**config.mk**
```make
export PLATFORM = sky130hd
export DESIGN_NAME = sars_sequencer
export DESIGN_NICKNAME = d
export VERILOG_FILES = /design/src/rtl/sars_pkg.sv /design/src/rtl/sars_sequencer.sv
export VERILOG_INCLUDE_DIRS = /design/src /design/src/rtl
export SDC_FILE = /design/constraint.sdc
export NUM_CORES = 1
export LEC_CHECK = 0
export CAP_MARGIN = 20
export CORE_ASPECT_RATIO = 0.5
export CORE_MARGIN = 2
export CORE_UTILIZATION = 65
export DETAILED_ROUTE_END_ITERATION = 6
export DONT_BUFFER_PORTS = 1
export PLACE_DENSITY_LB_ADDON = 0.1
export SLEW_MARGIN = 20
export SYNTH_ARGS = -nofsm -noshare
export SYNTH_HDL_FRONTEND = slang
export SYNTH_SLANG_ARGS = --single-unit
```
**constraint.sdc**
```tcl
create_clock -name aclk -period 10.4 [get_ports aclk]
set_input_delay 2.08 -clock aclk [delete_from_list [all_inputs] [get_ports aclk]]
set_output_delay 2.08 -clock aclk [all_outputs]
set_load 0.01 [all_outputs]
```
**src/rtl/sars_params.svh**
```systemverilog
`ifndef SARS_PARAMS_SVH
`define SARS_PARAMS_SVH

// register byte offsets
`define SARS_CTRL_OFS 8'h00
`define SARS_SETTLE_OFS 8'h04
`define SARS_SAMPLE_OFS 8'h08
`define SARS_STATUS_OFS 8'h0C
`define SARS_INT_STAT_OFS 8'h10
`define SARS_INT_MASK_OFS 8'h14
`define SARS_SINGLE_RES_OFS 8'h18
`define SARS_RES_BASE_OFS 8'h40

// control word fields
`define SARS_CTRL_EN_BIT 0
`define SARS_CTRL_MODE_LSB 1
`define SARS_CTRL_CONT_BIT 3
`define SARS_CTRL_CHAN_LSB 4
`define SARS_CTRL_START_BIT 31

// status word fields
`define SARS_STAT_BUSY_BIT 0
`define SARS_STAT_ADC_EN_BIT 1
`define SARS_STAT_CHAN_LSB 2
`define SARS_STAT_MODE_LSB 7

// interrupt status / mask bits
`define SARS_IRQ_CONV_BIT 0
`define SARS_IRQ_ONCE_BIT 1
`define SARS_IRQ_WRAP_BIT 2

// mode codes
`define SARS_MODE_SINGLE_V 2'h0
`define SARS_MODE_RR_V 2'h1
`define SARS_MODE_ONCE_V 2'h2

// sweep covers channels 0 to this index
`define SARS_LAST_CH 5'h0B
`define SARS_NUM_RES 12

// reset values
`define SARS_SETTLE_RST 16'h0064
`define SARS_MASK_RST 3'h0

// timing
`define SARS_CLK_NS 32'h0000000A
`define SARS_CH_TIME_NS 32'h0000F762
`define SARS_CONV_CYCLES 16'h000C
`define SARS_INTA_CYCLES 16'h0002
`define SARS_SAMPLE_RST_32 \
    ((`SARS_CH_TIME_NS / `SARS_CLK_NS) - 32'(`SARS_CONV_CYCLES) - 32'(`SARS_INTA_CYCLES))

`endif

```
**src/rtl/sars_pkg.sv**
```systemverilog
`include "sars_params.svh"

package sars_pkg;

    typedef enum logic [1:0] {
        SARS_MODE_SINGLE = `SARS_MODE_SINGLE_V,
        SARS_MODE_RR = `SARS_MODE_RR_V,
        SARS_MODE_ONCE = `SARS_MODE_ONCE_V
    } sars_mode_t;

    typedef enum logic [2:0] {
        SARS_ST_IDLE,
        SARS_ST_SETTLE,
        SARS_ST_SAMPLE,
        SARS_ST_CONVERT,
        SARS_ST_INTA
    } sars_state_t;

    typedef struct packed {
        logic [4:0] chan;
        logic cont;
        sars_mode_t mode;
        logic en;
    } sars_cfg_t;

    typedef struct packed {
        logic wrap;
        logic once;
        logic conv;
    } sars_irq_t;

endpackage

```
**src/rtl/sars_sequencer.sv**
```systemverilog
`timescale 1ns/1ps
`include "sars_params.svh"
// Overview of operation
// - three modes: single channel, repeating round robin, one-time sweep.
// - single mode converts the firmware channel, then interrupts the core.
// - after converter enable, wait the programmed settling time before sampling.
// - sample for the programmed sampling time, then begin conversion.
// - conversion lasts exactly twelve clock cycles.
// - on completion store result; in single mode pulse the core interrupt two cycles.
// - single continuous mode restarts sampling once the interrupt interval ends.
// - round robin converts channels 0 to 11 into separate result registers.
// - result registers readable any time without stalling the sequence.
// - each new round robin conversion overwrites that channel's result.
// - default timing gives about 63.33 us per channel, 760 us sweep.
// - one-time mode sweeps like round robin but stops after last channel.
// - one-time mode interrupts the core once after the sweep ends.
// - each result is ten bits from successive approximation.
module sars_sequencer
    import sars_pkg::*;
(
    input wire logic aclk,
    input wire logic aresetn,
    input wire logic [7:0] s_axi_awaddr,
    input wire logic s_axi_awvalid,
    output logic s_axi_awready,
    input wire logic [31:0] s_axi_wdata,
    input wire logic [3:0] s_axi_wstrb,
    input wire logic s_axi_wvalid,
    output logic s_axi_wready,
    output logic [1:0] s_axi_bresp,
    output logic s_axi_bvalid,
    input wire logic s_axi_bready,
    input wire logic [7:0] s_axi_araddr,
    input wire logic s_axi_arvalid,
    output logic s_axi_arready,
    output logic [31:0] s_axi_rdata,
    output logic [1:0] s_axi_rresp,
    output logic s_axi_rvalid,
    input wire logic s_axi_rready,
    output logic adc_en,
    output logic [4:0] mux_sel,
    output logic sample_hold,
    output logic [9:0] sar_code,
    input wire logic comp_in,
    output logic core_int,
    output logic irq
);

    localparam logic [1:0] RESP_OKAY = 2'h0;
    localparam logic [1:0] RESP_SLVERR = 2'h2;

    function automatic logic [31:0] merge_word(input logic [31:0] old_w,
                                               input logic [31:0] new_w,
                                               input logic [3:0] strb);
        logic [31:0] res;
        res = old_w;
        for (int i = 0; i < 4; i++) begin
            if (strb[i]) begin
                res[i*8 +: 8] = new_w[i*8 +: 8];
            end
        end
        return res;
    endfunction

    function automatic logic addr_mapped(input logic [7:0] a);
        return (a[1:0] == 2'h0) &&
               ((a <= `SARS_SINGLE_RES_OFS) ||
                ((a >= `SARS_RES_BASE_OFS) &&
                 (a < `SARS_RES_BASE_OFS + 8'(4 * `SARS_NUM_RES))));
    endfunction

    function automatic logic [15:0] at_least_one(input logic [15:0] v);
        return (v == 16'h0000) ? 16'h0001 : v;
    endfunction

    // write channel state
    logic [7:0] aw_q_r;
    logic [31:0] w_q_r;
    logic [3:0] strb_q_r;
    logic aw_full_r;
    logic w_full_r;
    logic wr_fire;
    logic [31:0] wr_merged;

    // configuration and status
    sars_cfg_t cfg_r;
    logic start_pend_r;
    logic [15:0] settle_r;
    logic [15:0] sample_r;
    sars_irq_t int_stat_r;
    sars_irq_t int_mask_r;
    sars_irq_t ev_r;
    logic [31:0] cfg_word;

    // sequencer
    sars_state_t state_r;
    logic [15:0] cnt_r;
    sars_mode_t mode_r;
    logic [9:0] single_res_r;
    logic [9:0] res_r [`SARS_NUM_RES];
    logic go;
    logic launch;
    logic settle_done;
    logic again;
    logic [4:0] next_chan;
    logic [31:0] rdata_nxt;

    assign wr_fire = aw_full_r && w_full_r && !s_axi_bvalid;

    always_comb begin
        cfg_word = 32'h0000_0000;
        cfg_word[`SARS_CTRL_EN_BIT] = cfg_r.en;
        cfg_word[`SARS_CTRL_MODE_LSB +: 2] = cfg_r.mode;
        cfg_word[`SARS_CTRL_CONT_BIT] = cfg_r.cont;
        cfg_word[`SARS_CTRL_CHAN_LSB +: 5] = cfg_r.chan;
        wr_merged = merge_word(cfg_word, w_q_r, strb_q_r);
        if (aw_q_r == `SARS_SETTLE_OFS) begin
            wr_merged = merge_word({16'h0000, settle_r}, w_q_r, strb_q_r);
        end else if (aw_q_r == `SARS_SAMPLE_OFS) begin
            wr_merged = merge_word({16'h0000, sample_r}, w_q_r, strb_q_r);
        end else if (aw_q_r == `SARS_INT_MASK_OFS) begin
            wr_merged = merge_word({29'h0000_0000, int_mask_r}, w_q_r, strb_q_r);
        end
    end

    // address and data may arrive in either order; both are held until the write lands
    always_ff @(posedge aclk) begin
        if (!aresetn) begin
            s_axi_awready <= 1'b1;
            s_axi_wready <= 1'b1;
            aw_full_r <= 1'b0;
            w_full_r <= 1'b0;
            aw_q_r <= 8'h00;
            w_q_r <= 32'h0000_0000;
            strb_q_r <= 4'h0;
            s_axi_bvalid <= 1'b0;
            s_axi_bresp <= RESP_OKAY;
        end else begin
            if (s_axi_awvalid && s_axi_awready) begin
                aw_q_r <= s_axi_awaddr;
                aw_full_r <= 1'b1;
                s_axi_awready <= 1'b0;
            end
            if (s_axi_wvalid && s_axi_wready) begin
                w_q_r <= s_axi_wdata;
                strb_q_r <= s_axi_wstrb;
                w_full_r <= 1'b1;
                s_axi_wready <= 1'b0;
            end
            if (wr_fire) begin
                aw_full_r <= 1'b0;
                w_full_r <= 1'b0;
                s_axi_bvalid <= 1'b1;
                s_axi_bresp <= addr_mapped(aw_q_r) ? RESP_OKAY : RESP_SLVERR;
            end
            if (s_axi_bvalid && s_axi_bready) begin
                s_axi_bvalid <= 1'b0;
                s_axi_awready <= 1'b1;
                s_axi_wready <= 1'b1;
            end
        end
    end

    // control word; the sequencer samples it only at conversion boundaries
    always_ff @(posedge aclk) begin
        if (!aresetn) begin
            cfg_r <= '{chan: 5'h00, cont: 1'b0, mode: SARS_MODE_SINGLE, en: 1'b0};
        end else if (wr_fire && aw_q_r == `SARS_CTRL_OFS) begin
            cfg_r.en <= wr_merged[`SARS_CTRL_EN_BIT];
            cfg_r.cont <= wr_merged[`SARS_CTRL_CONT_BIT];
            cfg_r.chan <= wr_merged[`SARS_CTRL_CHAN_LSB +: 5];
            // the fourth mode code is not a mode: keep the old one
            if (wr_merged[`SARS_CTRL_MODE_LSB +: 2] != 2'h3) begin
                cfg_r.mode <= sars_mode_t'(wr_merged[`SARS_CTRL_MODE_LSB +: 2]);
            end
        end
    end

    // start request; a new request in the launch cycle survives
    always_ff @(posedge aclk) begin
        if (!aresetn) begin
            start_pend_r <= 1'b0;
        end else begin
            if (launch) begin
                start_pend_r <= 1'b0;
            end
            if (wr_fire && aw_q_r == `SARS_CTRL_OFS && strb_q_r[3] &&
                w_q_r[`SARS_CTRL_START_BIT]) begin
                start_pend_r <= 1'b1;
            end
        end
    end

    always_ff @(posedge aclk) begin
        if (!aresetn) begin
            settle_r <= `SARS_SETTLE_RST;
            sample_r <= 16'(`SARS_SAMPLE_RST_32);
            int_mask_r <= `SARS_MASK_RST;
        end else if (wr_fire) begin
            if (aw_q_r == `SARS_SETTLE_OFS) begin
                settle_r <= wr_merged[15:0];
            end
            if (aw_q_r == `SARS_SAMPLE_OFS) begin
                sample_r <= wr_merged[15:0];
            end
            if (aw_q_r == `SARS_INT_MASK_OFS) begin
                int_mask_r <= wr_merged[2:0];
            end
        end
    end

    // sticky status, write one to clear; an event in the clear cycle wins
    always_ff @(posedge aclk) begin
        if (!aresetn) begin
            int_stat_r <= 3'h0;
        end else begin
            if (wr_fire && aw_q_r == `SARS_INT_STAT_OFS && strb_q_r[0]) begin
                int_stat_r <= (int_stat_r & ~w_q_r[2:0]) | ev_r;
            end else begin
                int_stat_r <= int_stat_r | ev_r;
            end
        end
    end

    always_ff @(posedge aclk) begin
        if (!aresetn) begin
            irq <= 1'b0;
        end else begin
            irq <= |(int_stat_r & int_mask_r);
        end
    end

    // mode 3 cannot reach cfg_r, so every code here is legal
    assign go = start_pend_r || cfg_r.mode == SARS_MODE_RR ||
                (cfg_r.mode == SARS_MODE_SINGLE && cfg_r.cont);
    assign settle_done = (cnt_r + 16'h0001) >= at_least_one(settle_r);
    assign launch = cfg_r.en && go &&
                    ((state_r == SARS_ST_IDLE && adc_en) ||
                     (state_r == SARS_ST_SETTLE && settle_done));

    // what follows the interrupt interval
    always_comb begin
        again = 1'b0;
        next_chan = cfg_r.chan;
        if (cfg_r.en && cfg_r.mode == mode_r) begin
            unique case (mode_r)
                SARS_MODE_SINGLE: begin
                    again = cfg_r.cont;
                    next_chan = cfg_r.chan;
                end
                SARS_MODE_RR: begin
                    again = 1'b1;
                    next_chan = (mux_sel == `SARS_LAST_CH) ? 5'h00 : mux_sel + 5'h01;
                end
                SARS_MODE_ONCE: begin
                    again = (mux_sel != `SARS_LAST_CH);
                    next_chan = mux_sel + 5'h01;
                end
            endcase
        end
    end

    always_ff @(posedge aclk) begin
        if (!aresetn) begin
            state_r <= SARS_ST_IDLE;
            cnt_r <= 16'h0000;
            mode_r <= SARS_MODE_SINGLE;
            adc_en <= 1'b0;
            mux_sel <= 5'h00;
            sample_hold <= 1'b0;
            sar_code <= 10'h000;
            core_int <= 1'b0;
            ev_r <= 3'h0;
        end else begin
            ev_r <= 3'h0;
            unique case (state_r)
                SARS_ST_IDLE: begin
                    if (!cfg_r.en) begin
                        adc_en <= 1'b0;
                    end else if (!adc_en) begin
                        adc_en <= 1'b1;
                        state_r <= SARS_ST_SETTLE;
                        cnt_r <= 16'h0000;
                    end
                end
                SARS_ST_SETTLE: begin
                    if (!settle_done) begin
                        cnt_r <= cnt_r + 16'h0001;
                    end else if (!launch) begin
                        state_r <= SARS_ST_IDLE;
                    end
                end
                SARS_ST_SAMPLE: begin
                    if ((cnt_r + 16'h0001) >= at_least_one(sample_r)) begin
                        sample_hold <= 1'b0;
                        state_r <= SARS_ST_CONVERT;
                        cnt_r <= 16'h0000;
                        sar_code <= 10'h200;
                    end else begin
                        cnt_r <= cnt_r + 16'h0001;
                    end
                end
                SARS_ST_CONVERT: begin
                    // ten trial steps, MSB first; the last two cycles are fixed overhead
                    if (cnt_r < 16'h000A) begin
                        if (!comp_in) begin
                            sar_code[4'(9 - cnt_r[3:0])] <= 1'b0;
                        end
                        if (cnt_r < 16'h0009) begin
                            sar_code[4'(8 - cnt_r[3:0])] <= 1'b1;
                        end
                    end
                    if (cnt_r == `SARS_CONV_CYCLES - 16'h0001) begin
                        state_r <= SARS_ST_INTA;
                        cnt_r <= 16'h0000;
                        ev_r.conv <= 1'b1;
                        ev_r.wrap <= mode_r == SARS_MODE_RR && mux_sel == `SARS_LAST_CH;
                        ev_r.once <= mode_r == SARS_MODE_ONCE && mux_sel == `SARS_LAST_CH;
                        // core pulse per single conversion, once per one-time sweep
                        core_int <= mode_r == SARS_MODE_SINGLE ||
                                    (mode_r == SARS_MODE_ONCE && mux_sel == `SARS_LAST_CH);
                    end else begin
                        cnt_r <= cnt_r + 16'h0001;
                    end
                end
                SARS_ST_INTA: begin
                    if (cnt_r == `SARS_INTA_CYCLES - 16'h0001) begin
                        core_int <= 1'b0;
                        cnt_r <= 16'h0000;
                        if (again) begin
                            state_r <= SARS_ST_SAMPLE;
                            sample_hold <= 1'b1;
                            mux_sel <= next_chan;
                        end else begin
                            state_r <= SARS_ST_IDLE;
                        end
                    end else begin
                        cnt_r <= cnt_r + 16'h0001;
                    end
                end
            endcase
            if (launch) begin
                state_r <= SARS_ST_SAMPLE;
                cnt_r <= 16'h0000;
                sample_hold <= 1'b1;
                mode_r <= cfg_r.mode;
                mux_sel <= (cfg_r.mode == SARS_MODE_SINGLE) ? cfg_r.chan : 5'h00;
            end
        end
    end

    // results land only on the final conversion cycle, never partially
    always_ff @(posedge aclk) begin
        if (!aresetn) begin
            single_res_r <= 10'h000;
            for (int i = 0; i < `SARS_NUM_RES; i++) begin
                res_r[i] <= 10'h000;
            end
        end else if (state_r == SARS_ST_CONVERT &&
                     cnt_r == `SARS_CONV_CYCLES - 16'h0001) begin
            if (mode_r == SARS_MODE_SINGLE) begin
                single_res_r <= sar_code;
            end else begin
                res_r[4'(mux_sel)] <= sar_code;
            end
        end
    end

    always_comb begin
        rdata_nxt = 32'h0000_0000;
        if (s_axi_araddr == `SARS_CTRL_OFS) begin
            rdata_nxt = cfg_word;
        end else if (s_axi_araddr == `SARS_SETTLE_OFS) begin
            rdata_nxt = {16'h0000, settle_r};
        end else if (s_axi_araddr == `SARS_SAMPLE_OFS) begin
            rdata_nxt = {16'h0000, sample_r};
        end else if (s_axi_araddr == `SARS_STATUS_OFS) begin
            rdata_nxt[`SARS_STAT_BUSY_BIT] = state_r != SARS_ST_IDLE;
            rdata_nxt[`SARS_STAT_ADC_EN_BIT] = adc_en;
            rdata_nxt[`SARS_STAT_CHAN_LSB +: 5] = mux_sel;
            rdata_nxt[`SARS_STAT_MODE_LSB +: 2] = mode_r;
        end else if (s_axi_araddr == `SARS_INT_STAT_OFS) begin
            rdata_nxt = {29'h0000_0000, int_stat_r};
        end else if (s_axi_araddr == `SARS_INT_MASK_OFS) begin
            rdata_nxt = {29'h0000_0000, int_mask_r};
        end else if (s_axi_araddr == `SARS_SINGLE_RES_OFS) begin
            rdata_nxt = {22'h00_0000, single_res_r};
        end else if (addr_mapped(s_axi_araddr)) begin
            rdata_nxt = {22'h00_0000, res_r[4'((s_axi_araddr - `SARS_RES_BASE_OFS) >> 2)]};
        end
    end

    // reads touch no sequencer state, so they never stall a sweep
    always_ff @(posedge aclk) begin
        if (!aresetn) begin
            s_axi_arready <= 1'b1;
            s_axi_rvalid <= 1'b0;
            s_axi_rdata <= 32'h0000_0000;
            s_axi_rresp <= RESP_OKAY;
        end else begin
            if (s_axi_arvalid && s_axi_arready) begin
                s_axi_arready <= 1'b0;
                s_axi_rvalid <= 1'b1;
                s_axi_rdata <= rdata_nxt;
                s_axi_rresp <= addr_mapped(s_axi_araddr) ? RESP_OKAY : RESP_SLVERR;
            end
            if (s_axi_rvalid && s_axi_rready) begin
                s_axi_rvalid <= 1'b0;
                s_axi_arready <= 1'b1;
            end
        end
    end

endmodule

```
Word-level counts from Yosys, hierarchy flattened. Memories as Yosys holds them, arrays and structs flattened. Index checks and enable logic that the tools add are counted.

Bits in registers: 188. RAM bits: 120. Input bits: 60. Output and inout bits: 60. Word-level logic and storage cells: 261. Memories: 1.

Add/sub/neg operators: 5. $lt $le $gt $ge: 14. Eq/ne operators: 38. Multiplexer cells: 83. Bitwise gates (word level): 9. Reductions and logical operators: 71.

Memory list: res_r (words 12, width 10, rd ports 1, clocked after memory_dff 0, write ports 12, line sars_sequencer.sv:100) `` logic [9:0] res_r [`SARS_NUM_RES]; ``.

Operators with widths (number): 32-bit two-way mux (6); 16-bit two-way mux (11); 10-bit two-way mux (9); 16-bit case mux with 5 select lines (1); 8-bit two-way mux (8); 8-bit by 5-bit equality test with 1-bit output (second input constant) (5); 5-bit two-way mux (7); 16-bit >= comparator (2); 16-bit zero test (2); 16-bit by 4-bit < comparator with 1-bit output (second input constant) (2); 1-bit logical AND (27); 8-bit by 4-bit equality test with 1-bit output (second input constant) (3); 23-bit two-way mux (1); 3-bit two-way mux (7); 3-bit inequality test (second input constant) (7); 10-bit case mux with 2 select lines (1); 1-bit two-way mux (19); 2-bit inequality test (second input constant) (9); 16-bit by 1-bit adder with 16-bit output (second input constant) (1); 16-bit by 1-bit equality test with 1-bit output (second input constant) (1); 16-bit by 4-bit equality test with 1-bit output (second input constant) (1); 8-bit by 3-bit equality test with 1-bit output (second input constant) (2); 8-bit by 7-bit >= comparator with 1-bit output (second input constant) (2); 8-bit by 5-bit less-or-equal comparator with 1-bit output (second input constant) (2); other kinds (43) (84).

Longest topological paths before layout.
Depth in word-level cells: 15. Depth in mapped cells: 16. Mapped depth without buffers: 14.

Worst setup path before layout. OpenSTA, ideal clock, no wires.

Path type: input-to-reg. From: in s_axi_araddr[3]. To: reg s_axi_rdata[4]. Setup time: 0.132 ns. Arrival: 3.911 ns. Data required time: 10.268 ns. Setup slack: 6.357 ns. Cell stages on the path: 8. Buffers on the path: 2. Cells stage by stage: buf_2 > clkbuf_1 > mux4_2 > mux4_2 > a222oi_1 > o221ai_1 > o211ai_1 > a21oi_1.

Longest elaborated chain between the ends: 12. Elaborated cells between the ends (all ways): 23. Those cells by class: 1 x add/sub; 3 x order compare; 6 x eq/ne; 8 x mux; 4 x reduce/logical; 1 x memory.

Ends and longest elaborated chain: start: declaration (line sars_sequencer.sv:33) `input wire logic [7:0] s_axi_araddr,`; branches (longest 11 deep; another with memory read 12 x 10 bit); 32-bit two-way mux (*) (line sars_sequencer.sv:371) `` if (s_axi_araddr == `SARS_CTRL_OFS) begin ``; end signal: assignment (line sars_sequencer.sv:404) `s_axi_rdata <= rdata_nxt;`; end: declaration (line sars_sequencer.sv:36) `output logic [31:0] s_axi_rdata,`.

Mark *: on every way between the ends. A chain may end at the register's enable or synchronous reset.

Worst setup path in the final report.
From: reg cnt_r[0]. To: reg mux_sel[0].

Longest elaborated chain between the ends: 7. Elaborated cells between the ends (all ways): 11. Those cells by class: 1 x add/sub; 1 x order compare; 1 x eq/ne; 1 x mux; 7 x reduce/logical.

Ends and longest elaborated chain: start: declaration (line sars_sequencer.sv:97) `logic [15:0] cnt_r;`; start signal: assignment (line sars_sequencer.sv:288) `cnt_r <= cnt_r + 16'h0001;`; start signal: assignment (line sars_sequencer.sv:300) `cnt_r <= cnt_r + 16'h0001;`; start signal: assignment (line sars_sequencer.sv:323) `cnt_r <= cnt_r + 16'h0001;`; 16-bit by 1-bit adder with 16-bit output (line sars_sequencer.sv:236) `assign settle_done = (cnt_r + 16'h0001) >= at_least_one(settle_r);`; 16-bit >= comparator (line sars_sequencer.sv:236); 1-bit logical AND (line sars_sequencer.sv:239) `(state_r == SARS_ST_SETTLE && settle_done));`; 1-bit logical OR (line sars_sequencer.sv:238) `((state_r == SARS_ST_IDLE && adc_en) ||`; 1-bit logical AND (line sars_sequencer.sv:237) `assign launch = cfg_r.en && go &&`; 2-bit nonzero test (no line); 3-bit AND reduction (no line); end signal: assignment (line sars_sequencer.sv:333) `mux_sel <= next_chan;`; end signal: assignment (line sars_sequencer.sv:347) `mux_sel <= (cfg_r.mode == SARS_MODE_SINGLE) ? cfg_r.chan : 5'h00;`; end: declaration (line sars_sequencer.sv:41) `output logic [4:0] mux_sel,`.

Parallel ways exist; a longest one is shown, timed or not.

==> results.sh <==
export IMPL_status="complete, no violations"
export IMPL_cts_sinks=298
export IMPL_rsz0062_at_grt="no"
export IMPL_ir_drop_v=0.0001837
export IMPL_hold_path_class="flop to flop"
export IMPL_cp_slowest_stage_delay_ns=0.67
export IMPL_ys_flop_type="dfxtp_1"
export IMPL_finalNetCount=1570
export IMPL_hold_buffers=0
export IMPL_cp_start_kind="flop"
export IMPL_antenna_found_initial=0
export IMPL_drive_gt1_share_pct=8.546
export IMPL_core_rowCount=39
export IMPL_clkTransAtPathRegs_ns=0.07
export IMPL_htreeDepth=1
export IMPL_setup_viol=0
export IMPL_cts_tree="done"
export IMPL_cts_setup_buffers=0
export IMPL_hold_viol=0
export IMPL_routed_via_density=6.496
export IMPL_insertion_delay_ns=0.57
export IMPL_die_width_um=220.8
export IMPL_drv_cap=0
export IMPL_hpwlAfterDp_um=26790
export IMPL_worst_pin_slew_ns=1.154
export IMPL_clockBufferDepth=3
export IMPL_reg2reg_from="cnt_r[0]$_SDFFE_PP0P_"
export IMPL_period_share_pct=47.96
export IMPL_final_common_cell="nand2_1"
export IMPL_tns_ns=0
export IMPL_grt_first_pass_wirelength_um=61350
export IMPL_cp_data_required_time_ns=10.86
export IMPL_antennaDiodeCount=0
export IMPL_leakagePower_nw=5.788
export IMPL_worstPathMaxFanout=21
export IMPL_final_cell_mix="nand2_1, dfxtp_1, edfxtp_1, and2_1, a21oi_1"
export IMPL_drcViolationCount=0
export IMPL_netlist_instances=1527
export IMPL_fin_crit_ns=4.987
export IMPL_num_vias=11650
export IMPL_routed_wl_um=39150
export IMPL_gr_usage_all_layers_pct=31.62
export IMPL_cp_cell_sequence="ha_1, nand3_1, nor3_1, nand3_1, nor2_1, xor2_1, ha_1, nand4_1, or3_1, o21ai_4, a21o_1, nor2_1, a221o_1"
export IMPL_arrival_ns=5.45
export IMPL_ys_seq_area_share_pct=48.47
export IMPL_grt_max_degree=58
export IMPL_async_reset_ff_share_pct=0
export IMPL_drt_pass1_iterations=5
export IMPL_startpoint="cnt_r[0]$_SDFFE_PP0P_"
export IMPL_syn_area_um2=15280
export IMPL_drtIter0Drc=1403
export IMPL_worstSetupPathType="flop to flop"
export IMPL_slew_viol_final=0
export IMPL_final_util_pct=70.07
export IMPL_synth_cell_types=85
export IMPL_port_buffers=0
export IMPL_die_h_um=112.4
export IMPL_ant_nets=0
export IMPL_core_area_um2=22930
export IMPL_areaGrowthSynthToFinish_pct=5.150
export IMPL_ios=120
export IMPL_crit_slowest_cell="a21o_1"
export IMPL_p_per_area_nw_per_um2=150.5
export IMPL_syn_area_per_cell_um2=10.01
export IMPL_fin_skew_ns=0.01106
export IMPL_max_freq_mhz=200.5
export IMPL_die_area_um2=24830
export IMPL_grt_pass1_vias=10980
export IMPL_r2r_cells=13
export IMPL_max_slew_margin_pct=22.45
export IMPL_cts_made_buffers=27
export IMPL_initial_utilization_pct=66.63
export IMPL_gp_congestion=0.8866
export IMPL_post_cts_resized=0
export IMPL_synth_edf_count=144
export IMPL_timing_rr_end="mux_sel[0]$_SDFFE_PN0P_"
export IMPL_routedWlPerCell_um=21.83
export IMPL_endpoint_kind="flop"
export IMPL_ys_warn_count=0
export IMPL_cts_root_buffer="clkbuf_16"
export IMPL_overflow=0
export IMPL_ys_ff_latch=298
export IMPL_r2r_setup_slack_ns=5.41
export IMPL_crit_path_end="mux_sel[0]$_SDFFE_PN0P_"
-- cell type report --
class / instances / area, um2
flip-flops and latches: 298 / 7407
multi-input cells: 1077 / 7172
fillers: 1701 / 6865
clock buffers: 36 / 719.4
well taps: 307 / 384.1
inverters: 52 / 196.4
clock inverters: 14 / 122.6
repair buffers: 9 / 67.56
-- cells in the mapped netlist (all sizes together) (10+ instances only) --
| cell | instances | area (um2) |
|---|---|---|
| o211ai | 20 | 150.1 |
| or3 | 12 | 75.07 |
| mux2i | 19 | 190.2 |
| nand2b | 16 | 100.1 |
| inv | 51 | 191.4 |
| buf | 50 | 326.6 |
| and3 | 16 | 100.1 |
| and2 | 129 | 807.0 |
| a211oi | 21 | 157.7 |
| a22oi | 22 | 165.2 |
| nand3 | 50 | 255.3 |
| ha | 45 | 563.0 |
| edfxtp | 144 | 4324 |
| clkbuf | 67 | 251.5 |
| nor3 | 30 | 165.2 |
| xnor2 | 11 | 96.34 |
| nand2 | 194 | 738.2 |
| mux4 | 41 | 923.4 |
| a21oi | 117 | 589.3 |
| nor4 | 13 | 108.9 |
| o21ai | 42 | 221.5 |
| a221oi | 10 | 93.84 |
| dfxtp | 154 | 3083 |
| nor2 | 118 | 463.0 |
-- sequential cells by signal (all words and copies together) (netlist names), 2 cells and up --
| name | count |
|---|---|
| settle_r | 16 |
| cfg_r | 9 |
| ev_r | 3 |
| state_r | 3 |
| w_q_r | 17 |
| mux_sel | 5 |
| aw_q_r | 8 |
| single_res_r | 10 |
| strb_q_r | 3 |
| sar_code | 10 |
| cnt_r | 16 |
| sample_r | 16 |
| s_axi_rdata | 16 |
| mode_r | 2 |
| int_mask_r | 3 |
| int_stat_r | 3 |
| res_r | 144 |
-- cells by family after synthesis --
family / Yosys count / synth area share, %
xor gates and xnor gates: 20 / 1.146
buffers and inverters: 169 / 5.060
adders and majority gates: 45 / 3.684
AOI/OAI and AO/OA: 315 / 13.79
other: 1 / 0.02454
DFF: 298 / 48.47
and+or+nand+nor: 617 / 20.39
muxes: 62 / 7.434
-- layer usage --
layer / track usage, % / share of wire, % / up-vias
met4: 10.43 / 3.2 / 0
met3: 5.942 / 9.2 / 89
li1: - / - / 5373
met1: 44.93 / 42 / 5643
met5: 0 / 0 / -
met2: 49.52 / 46 / 542
-- critical path: cells and delay by family, from the launching register on --
kind / cells / cell delay [ns]
AOI/OAI and AO/OA: 3 / 1.36
and+or+nand+nor: 7 / 1.93
xor gates and xnor gates: 1 / 0.32
adders and majority gates: 2 / 0.68
DFF: 1 / 0.59
-- metrics by stage --
stage / total power (W) / cells / cell area, um2 / worst slack (ns) / hold WS [ns]
6_report: 0.002418 / 1793 / 16070 / 5.413 / 0.4643
5_1_grt: 0.002492 / 1793 / 16070 / 5.095 / 0.4766
4_1_cts: 0.002427 / 1793 / 16070 / 5.566 / 0.4617
3_5_place_dp: 0.001462 / 1743 / 15230 / 5.586 / 0.4496
3_3_place_gp: 0.001455 / 1743 / 15230 / 5.742 / 0.4453
2_1_floorplan: 0.001437 / 1544 / 15350 / 6.357 / 0.4130
-- report_power, final --
part           switching [W]  internal [W]  total [W]
logic              0.0000964     0.0000585   0.000155
registers          0.0000257       0.00126    0.00128
clock network       0.000459      0.000519   0.000978
-- worst min-delay path by stage --
stage / start / to / slack, ns / depth (start not counted)
4_1_cts: w_q_r[9]$_SDFFE_PN0P_ / w_q_r[9]$_SDFFE_PN0P_ / 0.46 / 2
6_report: w_q_r[9]$_SDFFE_PN0P_ / w_q_r[9]$_SDFFE_PN0P_ / 0.46 / 2
3_3_place_gp: w_q_r[13]$_SDFFE_PN0P_ / w_q_r[13]$_SDFFE_PN0P_ / 0.45 / 2
2_1_floorplan: ev_r[0]$_SDFF_PN0_ / int_stat_r[0]$_SDFF_PN0_ / 0.41 / 2
5_1_grt: w_q_r[10]$_SDFFE_PN0P_ / w_q_r[10]$_SDFFE_PN0P_ / 0.48 / 2
3_5_place_dp: w_q_r[11]$_SDFFE_PN0P_ / w_q_r[11]$_SDFFE_PN0P_ / 0.45 / 2
Note: power is estimated with default switching activity, not from simulation.
